===== src/core/serial_if_pkg.sv =====
/*
  Constants for the synchronous-capable serial channel: register indices,
  field positions, reset values, pin function code and bit timing.
  Assumes a 32-bit APB register bus; a register's byte address is four
  times its index, taken modulo 2**32.
*/
package serial_if_pkg;

  // ************************************************************
  // Register indices (byte address = index * 4, 32-bit wrap)
  // ************************************************************
  localparam logic [31:0] IDX_MODE = 32'hFFFF81C0;   // serial_mode_reg
  localparam logic [31:0] IDX_DIV = 32'hFFFF81C1;    // bit_rate_divider
  localparam logic [31:0] IDX_CTRL = 32'hFFFF81C2;   // Enables
  localparam logic [31:0] IDX_TXBYTE = 32'hFFFF81C3; // transmit_byte_reg
  localparam logic [31:0] IDX_STAT = 32'hFFFF81C4;   // serial_status_reg
  localparam logic [31:0] IDX_RXBYTE = 32'hFFFF81C5; // receive_byte_reg
  localparam logic [31:0] IDX_ORDER = 32'hFFFF81C6;  // bit_order_control
  localparam logic [31:0] IDX_PDIR = 32'hFFFF8386;   // port_a_direction_low
  localparam logic [31:0] IDX_PFN3 = 32'hFFFF838A;   // port_a_function_low3
  localparam logic [31:0] IDX_PFN2 = 32'hFFFF838E;   // port_a_function_low2

  // ************************************************************
  // Field positions
  // ************************************************************
  localparam int MODE_SYNC_BIT = 7;
  localparam int MODE_LEN_BIT = 6;
  localparam int MODE_PAR_BIT = 5;
  localparam int MODE_ODD_BIT = 4;
  localparam int MODE_STOP_BIT = 3;
  localparam int MODE_MULTI_BIT = 2;
  localparam int MODE_CLKSEL_LSB = 0;
  localparam int CTRL_TXEN_BIT = 5;
  localparam int CTRL_RXEN_BIT = 4;
  localparam int ORDER_DIR_BIT = 3;
  localparam int ST_TX_EMPTY = 7;
  localparam int ST_RX_FULL = 6;
  localparam int ST_OVERRUN = 5;
  localparam int ST_FRAME_ERR = 4;
  localparam int ST_PARITY_ERR = 3;
  localparam int ST_TX_DONE = 2;
  localparam int ST_MULTI_RX = 1;
  localparam int ST_MULTI_TX = 0;
  localparam int PIN_SCK = 2;

  // ************************************************************
  // Reset values and codes
  // ************************************************************
  localparam logic [7:0] MODE_RST = 8'h00;
  localparam logic [7:0] DIV_RST = 8'hFF;
  localparam logic [7:0] CTRL_RST = 8'h00;
  localparam logic [7:0] BYTE_RST = 8'hFF;
  localparam logic [7:0] STAT_RST = 8'h84;
  localparam logic [7:0] ORDER_RST = 8'h00;
  localparam logic [15:0] PORT_RST = 16'h0000;
  localparam logic [2:0] PIN_FUNC_SERIAL = 3'b110;

  // ************************************************************
  // Bit timing: reference point 40 MHz, divider 9 -> 1 Mbps synchronous (async eight times slower)
  // ************************************************************
  localparam int REF_CLK_MHZ = 40;
  localparam int REF_DIVIDER = 9;
  localparam int REF_RATE_MBPS = 1;
  localparam int SYNC_TICKS_PER_BIT = REF_CLK_MHZ / (REF_RATE_MBPS * (REF_DIVIDER + 1));
  localparam int ASYNC_TICKS_PER_BIT = 8 * SYNC_TICKS_PER_BIT;
  localparam logic [1:0] SYNC_RISE_PH = 2'(SYNC_TICKS_PER_BIT / 2 - 1);
  localparam logic [1:0] SYNC_END_PH = 2'(SYNC_TICKS_PER_BIT - 1);
  localparam logic [4:0] ASYNC_MID_PH = 5'(ASYNC_TICKS_PER_BIT / 2 - 1);
  localparam logic [4:0] ASYNC_END_PH = 5'(ASYNC_TICKS_PER_BIT - 1);

  // ************************************************************
  // State encodings (Gray except the ARX_DATA to ARX_IDLE return)
  // ************************************************************
  typedef enum logic [1:0] {SYN_IDLE = 2'b00, SYN_RUN = 2'b01} syn_state_type;
  typedef enum logic [1:0] {ATX_IDLE = 2'b00, ATX_SHIFT = 2'b01} atx_state_type;
  typedef enum logic [1:0] {ARX_IDLE = 2'b00, ARX_START = 2'b01, ARX_DATA = 2'b11} arx_state_type;

endpackage


===== src/core/serial_if.sv =====
/*
  Serial channel with clocked synchronous and asynchronous framing, its
  register file on APB, and the port A pin function routing for receive,
  transmit and serial clock.
  Assumes pins are synchronous to core_clk and the APB master is standard.
*/
// Added by the designer: the APB slave port.
// How it works
// - Mode bit 7 set selects clocked synchronous
// - Synchronous mode always moves eight-bit characters
// - Length bit 6 matters only in asynchronous
// - Parity bit 5 adds/checks parity, async only, not with bit 2 set
// - Parity mode bit 4 clear means even
// - Stop bit 3 clear sends one stop
// - Bit 2 enables multiprocessor bit, async only
// - Clock select 00 uses undivided clock
// - Divider sets rate; 9 at 40MHz gives 1Mbps synchronous, 125kbps async
// - Direction bit 3 clear means LSB first
// - Eight-bit transmit byte register for software
// - Eight-bit receive byte register holds last byte; after an overrun it keeps the older one
// - Status shows transmit register empty
// - Status shows receive register full
// - Pin 0 function 110 is receive input
// - Pin 1 function 110 is transmit output
// - Pin 2 function 110 carries serial clock
// - Direction bit 2 set drives clock out
// - Transmit only while transmit enable set; receive-only sync transfers still shift the transmit byte out
// - Receive only while receive enable set
`timescale 1ns/1ps

module serial_if (
  // Clock and reset
  input wire logic core_clk,
  input wire logic rst,
  // APB slave
  input wire logic psel,
  input wire logic penable,
  input wire logic pwrite,
  input wire logic [31:0] paddr,
  input wire logic [31:0] pwdata,
  output logic [31:0] prdata,
  output logic pready,
  output logic pslverr,
  // Serial pins
  input wire logic serial_rx_pin,
  output logic serial_tx_pin,
  output logic serial_tx_oe,
  input wire logic serial_clock_in,
  output logic serial_clock_out,
  output logic serial_clock_oe
);
  import serial_if_pkg::*;

  // ************************************************************
  // Registers
  // ************************************************************
  logic [7:0] mode_ff;       // Framing and clock select
  logic [7:0] div_ff;        // Bit rate divider
  logic [7:0] ctrl_ff;       // Transmit and receive enables
  logic [7:0] txbyte_ff;     // Next byte to send
  logic [7:0] rxbyte_ff;     // Last byte accepted while not full
  logic [7:0] order_ff;      // Bit order
  logic [7:0] stat_ff;       // Flags
  logic [15:0] pdir_ff;      // Port direction
  logic [15:0] pfn3_ff;      // Port function, top mode bit
  logic [15:0] pfn2_ff;      // Port function, low mode bits
  logic [31:0] prdata_ff;    // Read data captured in setup phase
  logic [7:0] nxt_stat;

  // ************************************************************
  // Bus decode
  // ************************************************************
  wire setup_ph = psel && !penable;
  wire access_ph = psel && penable;
  wire hit_mode = paddr == {IDX_MODE[29:0], 2'b00};
  wire hit_div = paddr == {IDX_DIV[29:0], 2'b00};
  wire hit_ctrl = paddr == {IDX_CTRL[29:0], 2'b00};
  wire hit_txbyte = paddr == {IDX_TXBYTE[29:0], 2'b00};
  wire hit_stat = paddr == {IDX_STAT[29:0], 2'b00};
  wire hit_rxbyte = paddr == {IDX_RXBYTE[29:0], 2'b00};
  wire hit_order = paddr == {IDX_ORDER[29:0], 2'b00};
  wire hit_pdir = paddr == {IDX_PDIR[29:0], 2'b00};
  wire hit_pfn3 = paddr == {IDX_PFN3[29:0], 2'b00};
  wire hit_pfn2 = paddr == {IDX_PFN2[29:0], 2'b00};
  wire hit_any = hit_mode | hit_div | hit_ctrl | hit_txbyte | hit_stat | hit_rxbyte | hit_order
                 | hit_pdir | hit_pfn3 | hit_pfn2;
  wire wr_en = access_ph && pwrite;
  wire rd_done = access_ph && !pwrite;
  wire [31:0] rd_mux = hit_mode ? {24'h0, mode_ff} :
                       hit_div ? {24'h0, div_ff} :
                       hit_ctrl ? {24'h0, ctrl_ff} :
                       hit_txbyte ? {24'h0, txbyte_ff} :
                       hit_stat ? {24'h0, stat_ff} :
                       hit_rxbyte ? {24'h0, rxbyte_ff} :
                       hit_order ? {24'h0, order_ff} :
                       hit_pdir ? {16'h0, pdir_ff} :
                       hit_pfn3 ? {16'h0, pfn3_ff} :
                       hit_pfn2 ? {16'h0, pfn2_ff} : 32'h0;
  // Zero wait states: every access completes in its first access cycle
  assign pready = access_ph;
  assign pslverr = access_ph && !hit_any;
  assign prdata = prdata_ff;

  // ************************************************************
  // Mode decode
  // ************************************************************
  wire sync_mode = mode_ff[MODE_SYNC_BIT];
  wire seven_bit = !sync_mode && mode_ff[MODE_LEN_BIT];
  wire par_en = !sync_mode && mode_ff[MODE_PAR_BIT] && !mode_ff[MODE_MULTI_BIT];
  wire par_odd = mode_ff[MODE_ODD_BIT];
  wire two_stop = mode_ff[MODE_STOP_BIT];
  wire multi_en = !sync_mode && mode_ff[MODE_MULTI_BIT];
  wire [1:0] clk_sel = mode_ff[MODE_CLKSEL_LSB +: 2];
  wire msb_first = order_ff[ORDER_DIR_BIT];
  wire tx_en = ctrl_ff[CTRL_TXEN_BIT];
  wire rx_en = ctrl_ff[CTRL_RXEN_BIT];
  wire [3:0] char_len = seven_bit ? 4'd7 : 4'd8;

  // ************************************************************
  // Pin function routing, one entry per pin
  // ************************************************************
  logic [2:0] pin_serial;
  genvar gi;
  generate
    for (gi = 0; gi < 3; gi++) begin : g_pinfn
      assign pin_serial[gi] = {pfn3_ff[gi], pfn2_ff[2*gi+1], pfn2_ff[2*gi]} == PIN_FUNC_SERIAL;
    end
  endgenerate
  wire rx_line = pin_serial[0] ? serial_rx_pin : 1'b1;
  wire sck_out_dir = pdir_ff[PIN_SCK];
  wire ext_clk = !sck_out_dir;
  wire sck_line = pin_serial[2] ? serial_clock_in : 1'b1;

  // Bit order applies within the character length
  function automatic logic [7:0] order_bits(input logic [7:0] d, input logic msb,
                                            input logic seven);
    logic [7:0] r;
    r = d;
    if (msb) begin
      for (int i = 0; i < 8; i++) begin
        r[i] = seven ? ((i < 7) ? d[6-i] : 1'b0) : d[7-i];
      end
    end
    return r;
  endfunction

  // ************************************************************
  // Baud tick: prescaler 4**n then divider + 1
  // ************************************************************
  logic [5:0] pre_cnt_ff;
  logic [7:0] div_cnt_ff;
  wire [5:0] pre_lim = (clk_sel == 2'b00) ? 6'd0 : (clk_sel == 2'b01) ? 6'd3 :
                       (clk_sel == 2'b10) ? 6'd15 : 6'd63;
  wire pre_en = pre_cnt_ff == pre_lim;
  wire baud_tick = pre_en && (div_cnt_ff == div_ff);

  // Free-running; a divider lowered below the count waits for an 8-bit wrap
  always_ff @(posedge core_clk or posedge rst) begin
    if (rst) begin
      pre_cnt_ff <= 6'd0;
      div_cnt_ff <= 8'd0;
    end else begin
      pre_cnt_ff <= pre_en ? 6'd0 : pre_cnt_ff + 6'd1;
      if (pre_en) begin
        div_cnt_ff <= baud_tick ? 8'd0 : div_cnt_ff + 8'd1;
      end
    end
  end

  // ************************************************************
  // Synchronous engine: 8 bits, no framing, one clock per bit
  // ************************************************************
  syn_state_type syn_state_ff;
  logic [7:0] syn_tx_ff;     // Outgoing bits, LSB on line
  logic [7:0] syn_rx_ff;     // Incoming bits, assembled at top
  logic [3:0] syn_cnt_ff;    // Rising edges seen
  logic [1:0] syn_ph_ff;     // Tick phase within a bit
  logic syn_sck_ff;          // Internal clock level, idles high
  logic sck_prev_ff;         // External clock history
  logic syn_txing_ff;        // This transfer carries transmit data
  wire syn_run = syn_state_ff == SYN_RUN;
  wire ext_rise = sck_line && !sck_prev_ff;
  wire ext_fall = !sck_line && sck_prev_ff;
  wire int_rise = baud_tick && syn_ph_ff == SYNC_RISE_PH;
  wire int_fall = baud_tick && syn_ph_ff == SYNC_END_PH;
  wire rise_ev = syn_run && (ext_clk ? ext_rise : int_rise);
  wire fall_ev = syn_run && (ext_clk ? ext_fall : int_fall);
  // Receive-only runs on internal clock stop while a byte is unread
  wire syn_want = (tx_en && !stat_ff[ST_TX_EMPTY])
                  || (rx_en && !tx_en && (ext_clk || !stat_ff[ST_RX_FULL]));
  // Internal clock waits for a tick so the first low half is full length
  wire syn_start = sync_mode && !syn_run && syn_want && (ext_clk || baud_tick);
  wire syn_done = syn_run && syn_cnt_ff == 4'd8 && (ext_clk || int_fall);
  wire [7:0] syn_rx_byte = order_bits(syn_rx_ff, msb_first, 1'b0);

  always_ff @(posedge core_clk or posedge rst) begin
    if (rst) begin
      syn_state_ff <= SYN_IDLE;
      syn_tx_ff <= BYTE_RST;
      syn_rx_ff <= 8'h00;
      syn_cnt_ff <= 4'd0;
      syn_ph_ff <= 2'd0;
      syn_sck_ff <= 1'b1;
      syn_txing_ff <= 1'b0;
    end else if (syn_start) begin
      syn_state_ff <= SYN_RUN;
      syn_tx_ff <= order_bits(txbyte_ff, msb_first, 1'b0);
      syn_txing_ff <= tx_en;
      syn_cnt_ff <= 4'd0;
      syn_ph_ff <= 2'd0;
      syn_sck_ff <= ext_clk;
    end else if (syn_done) begin
      syn_state_ff <= SYN_IDLE;
      syn_sck_ff <= 1'b1;
    end else if (syn_run) begin
      if (baud_tick) begin
        syn_ph_ff <= syn_ph_ff + 2'd1;
      end
      if (!ext_clk && (int_rise || int_fall)) begin
        syn_sck_ff <= int_rise;
      end
      if (rise_ev) begin
        syn_rx_ff <= {rx_line, syn_rx_ff[7:1]};
        syn_cnt_ff <= syn_cnt_ff + 4'd1;
      end
      if (fall_ev && syn_cnt_ff != 4'd0) begin
        syn_tx_ff <= {1'b1, syn_tx_ff[7:1]};
      end
    end
  end

  always_ff @(posedge core_clk or posedge rst) begin
    if (rst) begin
      sck_prev_ff <= 1'b1;
    end else begin
      sck_prev_ff <= sck_line;
    end
  end

  // ************************************************************
  // Asynchronous transmit frame builder
  // ************************************************************
  logic [11:0] atx_frame;
  logic [3:0] atx_nbits;
  logic [7:0] atx_data;
  logic atx_par;
  always_comb begin
    atx_data = order_bits(txbyte_ff, msb_first, seven_bit);
    atx_par = (^(seven_bit ? {1'b0, atx_data[6:0]} : atx_data)) ^ par_odd;
    atx_frame = 12'hFFF;
    atx_frame[0] = 1'b0;
    for (int i = 0; i < 8; i++) begin
      if (4'(i) < char_len) begin
        atx_frame[i+1] = atx_data[i];
      end
    end
    atx_nbits = char_len + 4'd1;
    if (par_en) begin
      atx_frame[atx_nbits] = atx_par;
      atx_nbits = atx_nbits + 4'd1;
    end
    if (multi_en) begin
      atx_frame[atx_nbits] = stat_ff[ST_MULTI_TX];
      atx_nbits = atx_nbits + 4'd1;
    end
    atx_nbits = atx_nbits + (two_stop ? 4'd2 : 4'd1);
  end

  // ************************************************************
  // Asynchronous transmitter
  // ************************************************************
  atx_state_type atx_state_ff;
  logic [11:0] atx_shift_ff;
  logic [3:0] atx_left_ff;
  logic [4:0] atx_ph_ff;
  wire atx_busy = atx_state_ff == ATX_SHIFT;
  wire atx_start = !sync_mode && tx_en && !atx_busy && !stat_ff[ST_TX_EMPTY];
  wire atx_bit_end = atx_busy && baud_tick && atx_ph_ff == ASYNC_END_PH;
  wire atx_done = atx_bit_end && atx_left_ff == 4'd1;

  always_ff @(posedge core_clk or posedge rst) begin
    if (rst) begin
      atx_state_ff <= ATX_IDLE;
      atx_shift_ff <= 12'hFFF;
      atx_left_ff <= 4'd0;
      atx_ph_ff <= 5'd0;
    end else if (atx_start) begin
      atx_state_ff <= ATX_SHIFT;
      atx_shift_ff <= atx_frame;
      atx_left_ff <= atx_nbits;
      atx_ph_ff <= 5'd0;
    end else if (atx_busy && baud_tick) begin
      atx_ph_ff <= atx_ph_ff + 5'd1;
      if (atx_bit_end) begin
        atx_shift_ff <= {1'b1, atx_shift_ff[11:1]};
        atx_left_ff <= atx_left_ff - 4'd1;
        atx_state_ff <= atx_done ? ATX_IDLE : ATX_SHIFT;
      end
    end
  end

  // ************************************************************
  // Asynchronous receiver: mid-bit sampling at half period
  // ************************************************************
  arx_state_type arx_state_ff;
  logic [11:0] arx_bits_ff;
  logic [3:0] arx_idx_ff;
  logic [4:0] arx_ph_ff;
  wire [3:0] arx_total = char_len + {3'd0, par_en} + {3'd0, multi_en};
  wire arx_sample = baud_tick && arx_ph_ff == ASYNC_END_PH;
  wire arx_done = arx_state_ff == ARX_DATA && arx_sample && arx_idx_ff == arx_total;
  wire [7:0] arx_raw = seven_bit ? {1'b0, arx_bits_ff[6:0]} : arx_bits_ff[7:0];
  wire [7:0] arx_byte = order_bits(arx_raw, msb_first, seven_bit);
  wire arx_extra = arx_bits_ff[char_len];
  wire arx_perr = par_en && ((^arx_raw) ^ par_odd) != arx_extra;
  wire arx_ferr = !rx_line;

  always_ff @(posedge core_clk or posedge rst) begin
    if (rst) begin
      arx_state_ff <= ARX_IDLE;
      arx_bits_ff <= 12'h000;
      arx_idx_ff <= 4'd0;
      arx_ph_ff <= 5'd0;
    end else begin
      case (arx_state_ff)
        ARX_IDLE: begin
          if (!sync_mode && rx_en && !rx_line) begin
            arx_state_ff <= ARX_START;
            arx_ph_ff <= 5'd0;
          end
        end
        ARX_START: begin
          if (baud_tick) begin
            arx_ph_ff <= arx_ph_ff + 5'd1;
          end
          // A start bit gone high by mid-bit was a glitch
          if (baud_tick && arx_ph_ff == ASYNC_MID_PH) begin
            arx_state_ff <= rx_line ? ARX_IDLE : ARX_DATA;
            arx_ph_ff <= 5'd0;
            arx_idx_ff <= 4'd0;
          end
        end
        ARX_DATA: begin
          if (baud_tick) begin
            arx_ph_ff <= arx_ph_ff + 5'd1;
          end
          if (arx_done) begin
            arx_state_ff <= ARX_IDLE;
          end else if (arx_sample) begin
            arx_bits_ff[arx_idx_ff] <= rx_line;
            arx_idx_ff <= arx_idx_ff + 4'd1;
          end
        end
        default: begin
          arx_state_ff <= ARX_IDLE;
        end
      endcase
    end
  end

  // ************************************************************
  // Flag events and status next value (set beats clear)
  // ************************************************************
  wire tx_load = (syn_start && tx_en) || atx_start;
  wire tx_end = (syn_done && syn_txing_ff) || atx_done;
  wire rx_got = (syn_done && rx_en) || arx_done;
  wire [7:0] rx_byte = sync_mode ? syn_rx_byte : arx_byte;
  wire stat_wr = wr_en && hit_stat;
  wire txbyte_wr = wr_en && hit_txbyte;
  wire rxbyte_rd = rd_done && hit_rxbyte;
  wire overrun = rx_got && stat_ff[ST_RX_FULL];

  always_comb begin
    nxt_stat = stat_ff;
    // Software clears flags 7 to 3 by writing zero to them
    if (stat_wr) begin
      nxt_stat[7:3] = stat_ff[7:3] & pwdata[7:3];
      nxt_stat[ST_MULTI_TX] = pwdata[ST_MULTI_TX];
    end
    if (txbyte_wr || tx_load) begin
      nxt_stat[ST_TX_EMPTY] = 1'b0;
    end
    if (tx_load) begin
      nxt_stat[ST_TX_EMPTY] = 1'b1;
      nxt_stat[ST_TX_DONE] = 1'b0;
    end
    if (tx_end && (stat_ff[ST_TX_EMPTY] || tx_load)) begin
      nxt_stat[ST_TX_DONE] = 1'b1;
    end
    // A byte arriving in the read cycle keeps the flag set
    if (rxbyte_rd && !rx_got) begin
      nxt_stat[ST_RX_FULL] = 1'b0;
    end
    if (rx_got && !stat_ff[ST_RX_FULL]) begin
      nxt_stat[ST_RX_FULL] = 1'b1;
      nxt_stat[ST_MULTI_RX] = multi_en & arx_extra;
    end
    if (overrun) begin
      nxt_stat[ST_OVERRUN] = 1'b1;
    end
    if (arx_done && arx_ferr) begin
      nxt_stat[ST_FRAME_ERR] = 1'b1;
    end
    if (arx_done && arx_perr) begin
      nxt_stat[ST_PARITY_ERR] = 1'b1;
    end
  end

  // ************************************************************
  // Register file writes
  // ************************************************************
  always_ff @(posedge core_clk or posedge rst) begin
    if (rst) begin
      mode_ff <= MODE_RST;
      div_ff <= DIV_RST;
      ctrl_ff <= CTRL_RST;
      order_ff <= ORDER_RST;
      pdir_ff <= PORT_RST;
      pfn3_ff <= PORT_RST;
      pfn2_ff <= PORT_RST;
    end else if (wr_en) begin
      if (hit_mode) mode_ff <= pwdata[7:0];
      if (hit_div) div_ff <= pwdata[7:0];
      if (hit_ctrl) ctrl_ff <= pwdata[7:0];
      if (hit_order) order_ff <= pwdata[7:0];
      if (hit_pdir) pdir_ff <= pwdata[15:0];
      if (hit_pfn3) pfn3_ff <= pwdata[15:0];
      if (hit_pfn2) pfn2_ff <= pwdata[15:0];
    end
  end

  // Data registers and flags; the older byte survives an overrun
  always_ff @(posedge core_clk or posedge rst) begin
    if (rst) begin
      txbyte_ff <= BYTE_RST;
      rxbyte_ff <= 8'h00;
      stat_ff <= STAT_RST;
      prdata_ff <= 32'h0;
    end else begin
      if (txbyte_wr) txbyte_ff <= pwdata[7:0];
      if (rx_got && !stat_ff[ST_RX_FULL]) rxbyte_ff <= rx_byte;
      stat_ff <= nxt_stat;
      if (setup_ph) prdata_ff <= rd_mux;
    end
  end

  // ************************************************************
  // Pin outputs
  // ************************************************************
  assign serial_tx_pin = sync_mode ? syn_tx_ff[0] : atx_shift_ff[0];
  assign serial_tx_oe = pin_serial[1];
  assign serial_clock_out = syn_sck_ff;
  assign serial_clock_oe = pin_serial[2] && sck_out_dir && sync_mode;

endmodule


===== config.mk =====
export PLATFORM = sky130hd
export DESIGN_NAME = serial_if
export DESIGN_NICKNAME = d
export VERILOG_FILES = /design/src/core/serial_if_pkg.sv /design/src/core/serial_if.sv
export SDC_FILE = /design/constraint.sdc
export NUM_CORES = 1
export LEC_CHECK = 0
export CORE_MARGIN = 5
export CORE_UTILIZATION = 35
export CTS_BUF_LIST = sky130_fd_sc_hd__clkbuf_4 sky130_fd_sc_hd__clkbuf_8 sky130_fd_sc_hd__clkbuf_16
export CTS_CLUSTER_SIZE = 12
export DETAILED_ROUTE_END_ITERATION = 16
export DONT_BUFFER_PORTS = 1
export MAX_ROUTING_LAYER = met4
export PLACE_DENSITY_LB_ADDON = 0.2
export SLEW_MARGIN = 15
export SYNTH_ARGS = -nofsm -noshare
export SYNTH_HDL_FRONTEND = slang
export SYNTH_SLANG_ARGS = --single-unit

===== constraint.sdc =====
create_clock -name core_clk -period 18.3 [get_ports core_clk]
set_clock_uncertainty 0.05 [all_clocks]
set_input_delay 0.915 -clock core_clk [delete_from_list [all_inputs] [get_ports core_clk]]
set_output_delay 0.915 -clock core_clk [all_outputs]
set_load 0.01 [all_outputs]

==> metrics <==
CP Max Fanout=13; worst skew pair latency=520 ps; CTS tree=built; CP startpoint kind=flip-flop; Post-CTS Hold Buffers=0; register clock-pin slew on the reported worst setup and hold paths=~60 ps; Fin. Hold Viols=0; Finished Layout Cells=around 1,400; Pre-Repair DR Iteration Count=4; Syn-to-layout area delta=10.8%; # IOs=between 100 and 150; vias in the first global route=~8,000; GRT overflow=0; Worst VDD drop=0.0788 mV; post-DP HPWL=about 20,000 µm; Hold WS=389 ps; # resized after CTS=0; Final ANT Viol Nets=0; Slew @ Worst Pin=1050 ps; I/O Buffers=0; Syn. warnings=0; Design Power=0.991 mW; DR vias=7,773; Sw Pwr=0.211 mW; crit path DAT=about 5200 ps; area of the multi-input gates=approximately 5500 µm²; nets=1,123; f_max=just over 200 MHz; drt first-iter violations=between 600 and 700; Critical path origin=mode_ff[6]; Synth cell types=between 70 and 80; Mean Syn Cell Area=~10 µm²; final period utilization=approximately a quarter; Hold WC Path Type=in2async; fraction of registers with async set/reset=between 90% and 100%; Power Density=81.5 nW/µm²; Flop pwr share=45.6%; Crit Path Class=reg2reg; initial antenna violation count=1; fraction of layout cells with a size suffix above 1=23.5%; RSZ-0062 raised after global routing=false; Sink Count=202; Final min period=4850 ps; Root Driver=clkbuf_16; CTS max path bufs=3; die height=187 µm; ys flop type=dfrtp_1; Seq/Total Area, Yosys=46.5%; H-Tree Depth=1; FF+latch count, synth=202; core area=slightly above 30,000 µm²; Internal Power=roughly 0.78 mW; worst r2r src=mode_ff[6]; Via density=roughly 5.4; # rows=64; max_cap viols=0; Initial Utilization=a little over a third; Routed WL=28,700 µm; Syn Std Cell Area=11,000 µm²; fill cell count=3,046; Max Slew Vio Count=0; Worst EP required=18,660 ps; Net Sw Frac=21.3%; largest net degree at the start of global routing=143; slew margin rel.=a little under a third; GPL Wtd Cong=0.817; Crit. End Element=flip-flop; Remaining DRCs=0; first-pass GRT wire length=46,000 µm; die area=35,000 µm²; status=complete, no violations; WL per Instance=19.9 µm; Comb power frac=2.2%; Setup Viol. Count Final=0; Syn Inst Count=1,048; Clk pwr share=52.2%; TritonCTS buffer count=25; Register Area=5100 µm²; Post-synth EDFFs=0; Pleak=between 5 and 6 nW; GRT Overall Usage=around 17%; Sum Neg Setup Slack=0 ps; Setup Buffers After CTS=0; Post-Place Cells=1,396; die width=around 190 µm
-- area by class of cell --
type,count,share of cell area (%)
antenna,1,0.0206
clock buffer,38,6.21
clock inverter,8,0.978
inverter,33,1.08
multi-input combinational,754,45.0
sequential,202,42.0
tap,396,4.08
timing repair buffer,11,0.679
-- critical path: stages, from the launching register on --
cell	delay, ps
dfrtp_1	540
nand2b_1	520
clkinv_1	550
fa_1	600
inv_1	100
ha_1	240
xnor2_1	130
nor4_1	640
nand3_1	460
o31a_1	340
nor2_4	230
mux2_2	360
-- worst paths after layout --
check	cells after the start	to	slack, ps
setup / recovery	11	rxbyte_ff[1]	13450
hold / removal	1	pre_cnt_ff[2]	390
setup reg to reg	11	rxbyte_ff[1]	13450
hold reg to reg	2	atx_shift_ff[0]	400
max in group asynchronous	2	prdata[13]	16470
min in group core_clk	2	atx_shift_ff[0]	400
-- cells in the mapped netlist, drive strengths merged, types with 4 or more instances --
| master | n | area share, % |
|---|---|---|
| and3 | 12 | 0.68 |
| nand3 | 29 | 1.4 |
| nor2 | 46 | 1.7 |
| nor4 | 7 | 0.73 |
| mux2 | 123 | 13 |
| dfstp | 40 | 9.6 |
| a31oi | 20 | 1.1 |
| nand2b | 8 | 0.46 |
| nor3 | 20 | 1.1 |
| nand4 | 14 | 0.80 |
| a22oi | 18 | 1.2 |
| o21ai | 74 | 3.4 |
| o211ai | 6 | 0.46 |
| xnor2 | 31 | 2.5 |
| nor2b | 14 | 0.80 |
| dfrtp | 162 | 37 |
| buf | 25 | 1.5 |
| a21oi | 50 | 2.3 |
| a211oi | 5 | 0.34 |
| o21a | 7 | 0.48 |
| mux2i | 24 | 2.2 |
| xor2 | 12 | 0.96 |
| clkbuf | 49 | 1.7 |
| a41oi | 4 | 0.32 |
| o22ai | 4 | 0.23 |
| nand2 | 108 | 3.7 |
| inv | 32 | 1.1 |
| ha | 23 | 2.6 |
| or3 | 8 | 0.46 |
| mux4 | 6 | 1.2 |
| and2 | 6 | 0.34 |
| o31ai | 14 | 0.96 |
-- state kept, by name, indices dropped and copies added, names as in the netlist, 6 cells and up --
register / count
arx_bits_ff: 9
atx_shift_ff: 12
ctrl_ff: 8
div_cnt_ff: 8
div_ff: 8
mode_ff: 8
order_ff: 8
pdir_ff: 16
pfn2_ff: 16
pfn3_ff: 16
prdata: 16
pre_cnt_ff: 6
rxbyte_ff: 8
stat_ff: 8
syn_rx_ff: 8
syn_tx_ff: 8
txbyte_ff: 8
-- layout by cell type, fill, tap and decap left out, types with 25 or more instances in the layout --
master / netlist / final
mux2_2: 123 / 123
clkbuf_16: 0 / 25
a21oi_1: 50 / 50
o21ai_0: 73 / 73
nand3_1: 28 / 28
inv_1: 32 / 31
dfstp_2: 40 / 40
nor2_1: 44 / 44
xnor2_1: 31 / 31
nand2_1: 108 / 108
dfrtp_1: 162 / 162
-- metal layers --
layer  global-route usage [%]  share of wire (%)
met1                     22.4                 46
met2                     26.3                 46
met3                     3.58                6.2
met4                     3.16                1.5
met5                        -                  0
-- stage by stage --
step	cell area, µm²	setup WS [ps]	utilization, %
after detailed placement	11300	13450	36.7
after global routing	12200	13140	39.5
final	12200	13450	39.5
after global placement	11300	13410	36.7
after CTS	12200	13440	39.5
after floorplan	11000	11890	-
-- power groups by stage --
stage | Sequential, mW | Clock (mW) | Combinational (mW)
finish | 0.452 | 0.517 | 0.0219
global route | 0.452 | 0.550 | 0.0252
CTS | 0.452 | 0.531 | 0.0227
detailed placement | 0.460 | 0 | 0.0227
global placement | 0.460 | 0 | 0.0227
floorplan | 0.458 | 0 | 0.0224
-- cells by family after synthesis --
kind of cell,count (synthesis),share of synthesized area [%]
other cells,1,0.0342
compound gates,228,13.1
xor+xnor,44,3.64
fa+ha+maj,25,2.99
flops,202,46.5
simple gates,288,13.4
buf+inv,107,4.31
mux,153,16.0
Note: power is estimated with default switching activity, not from simulation.
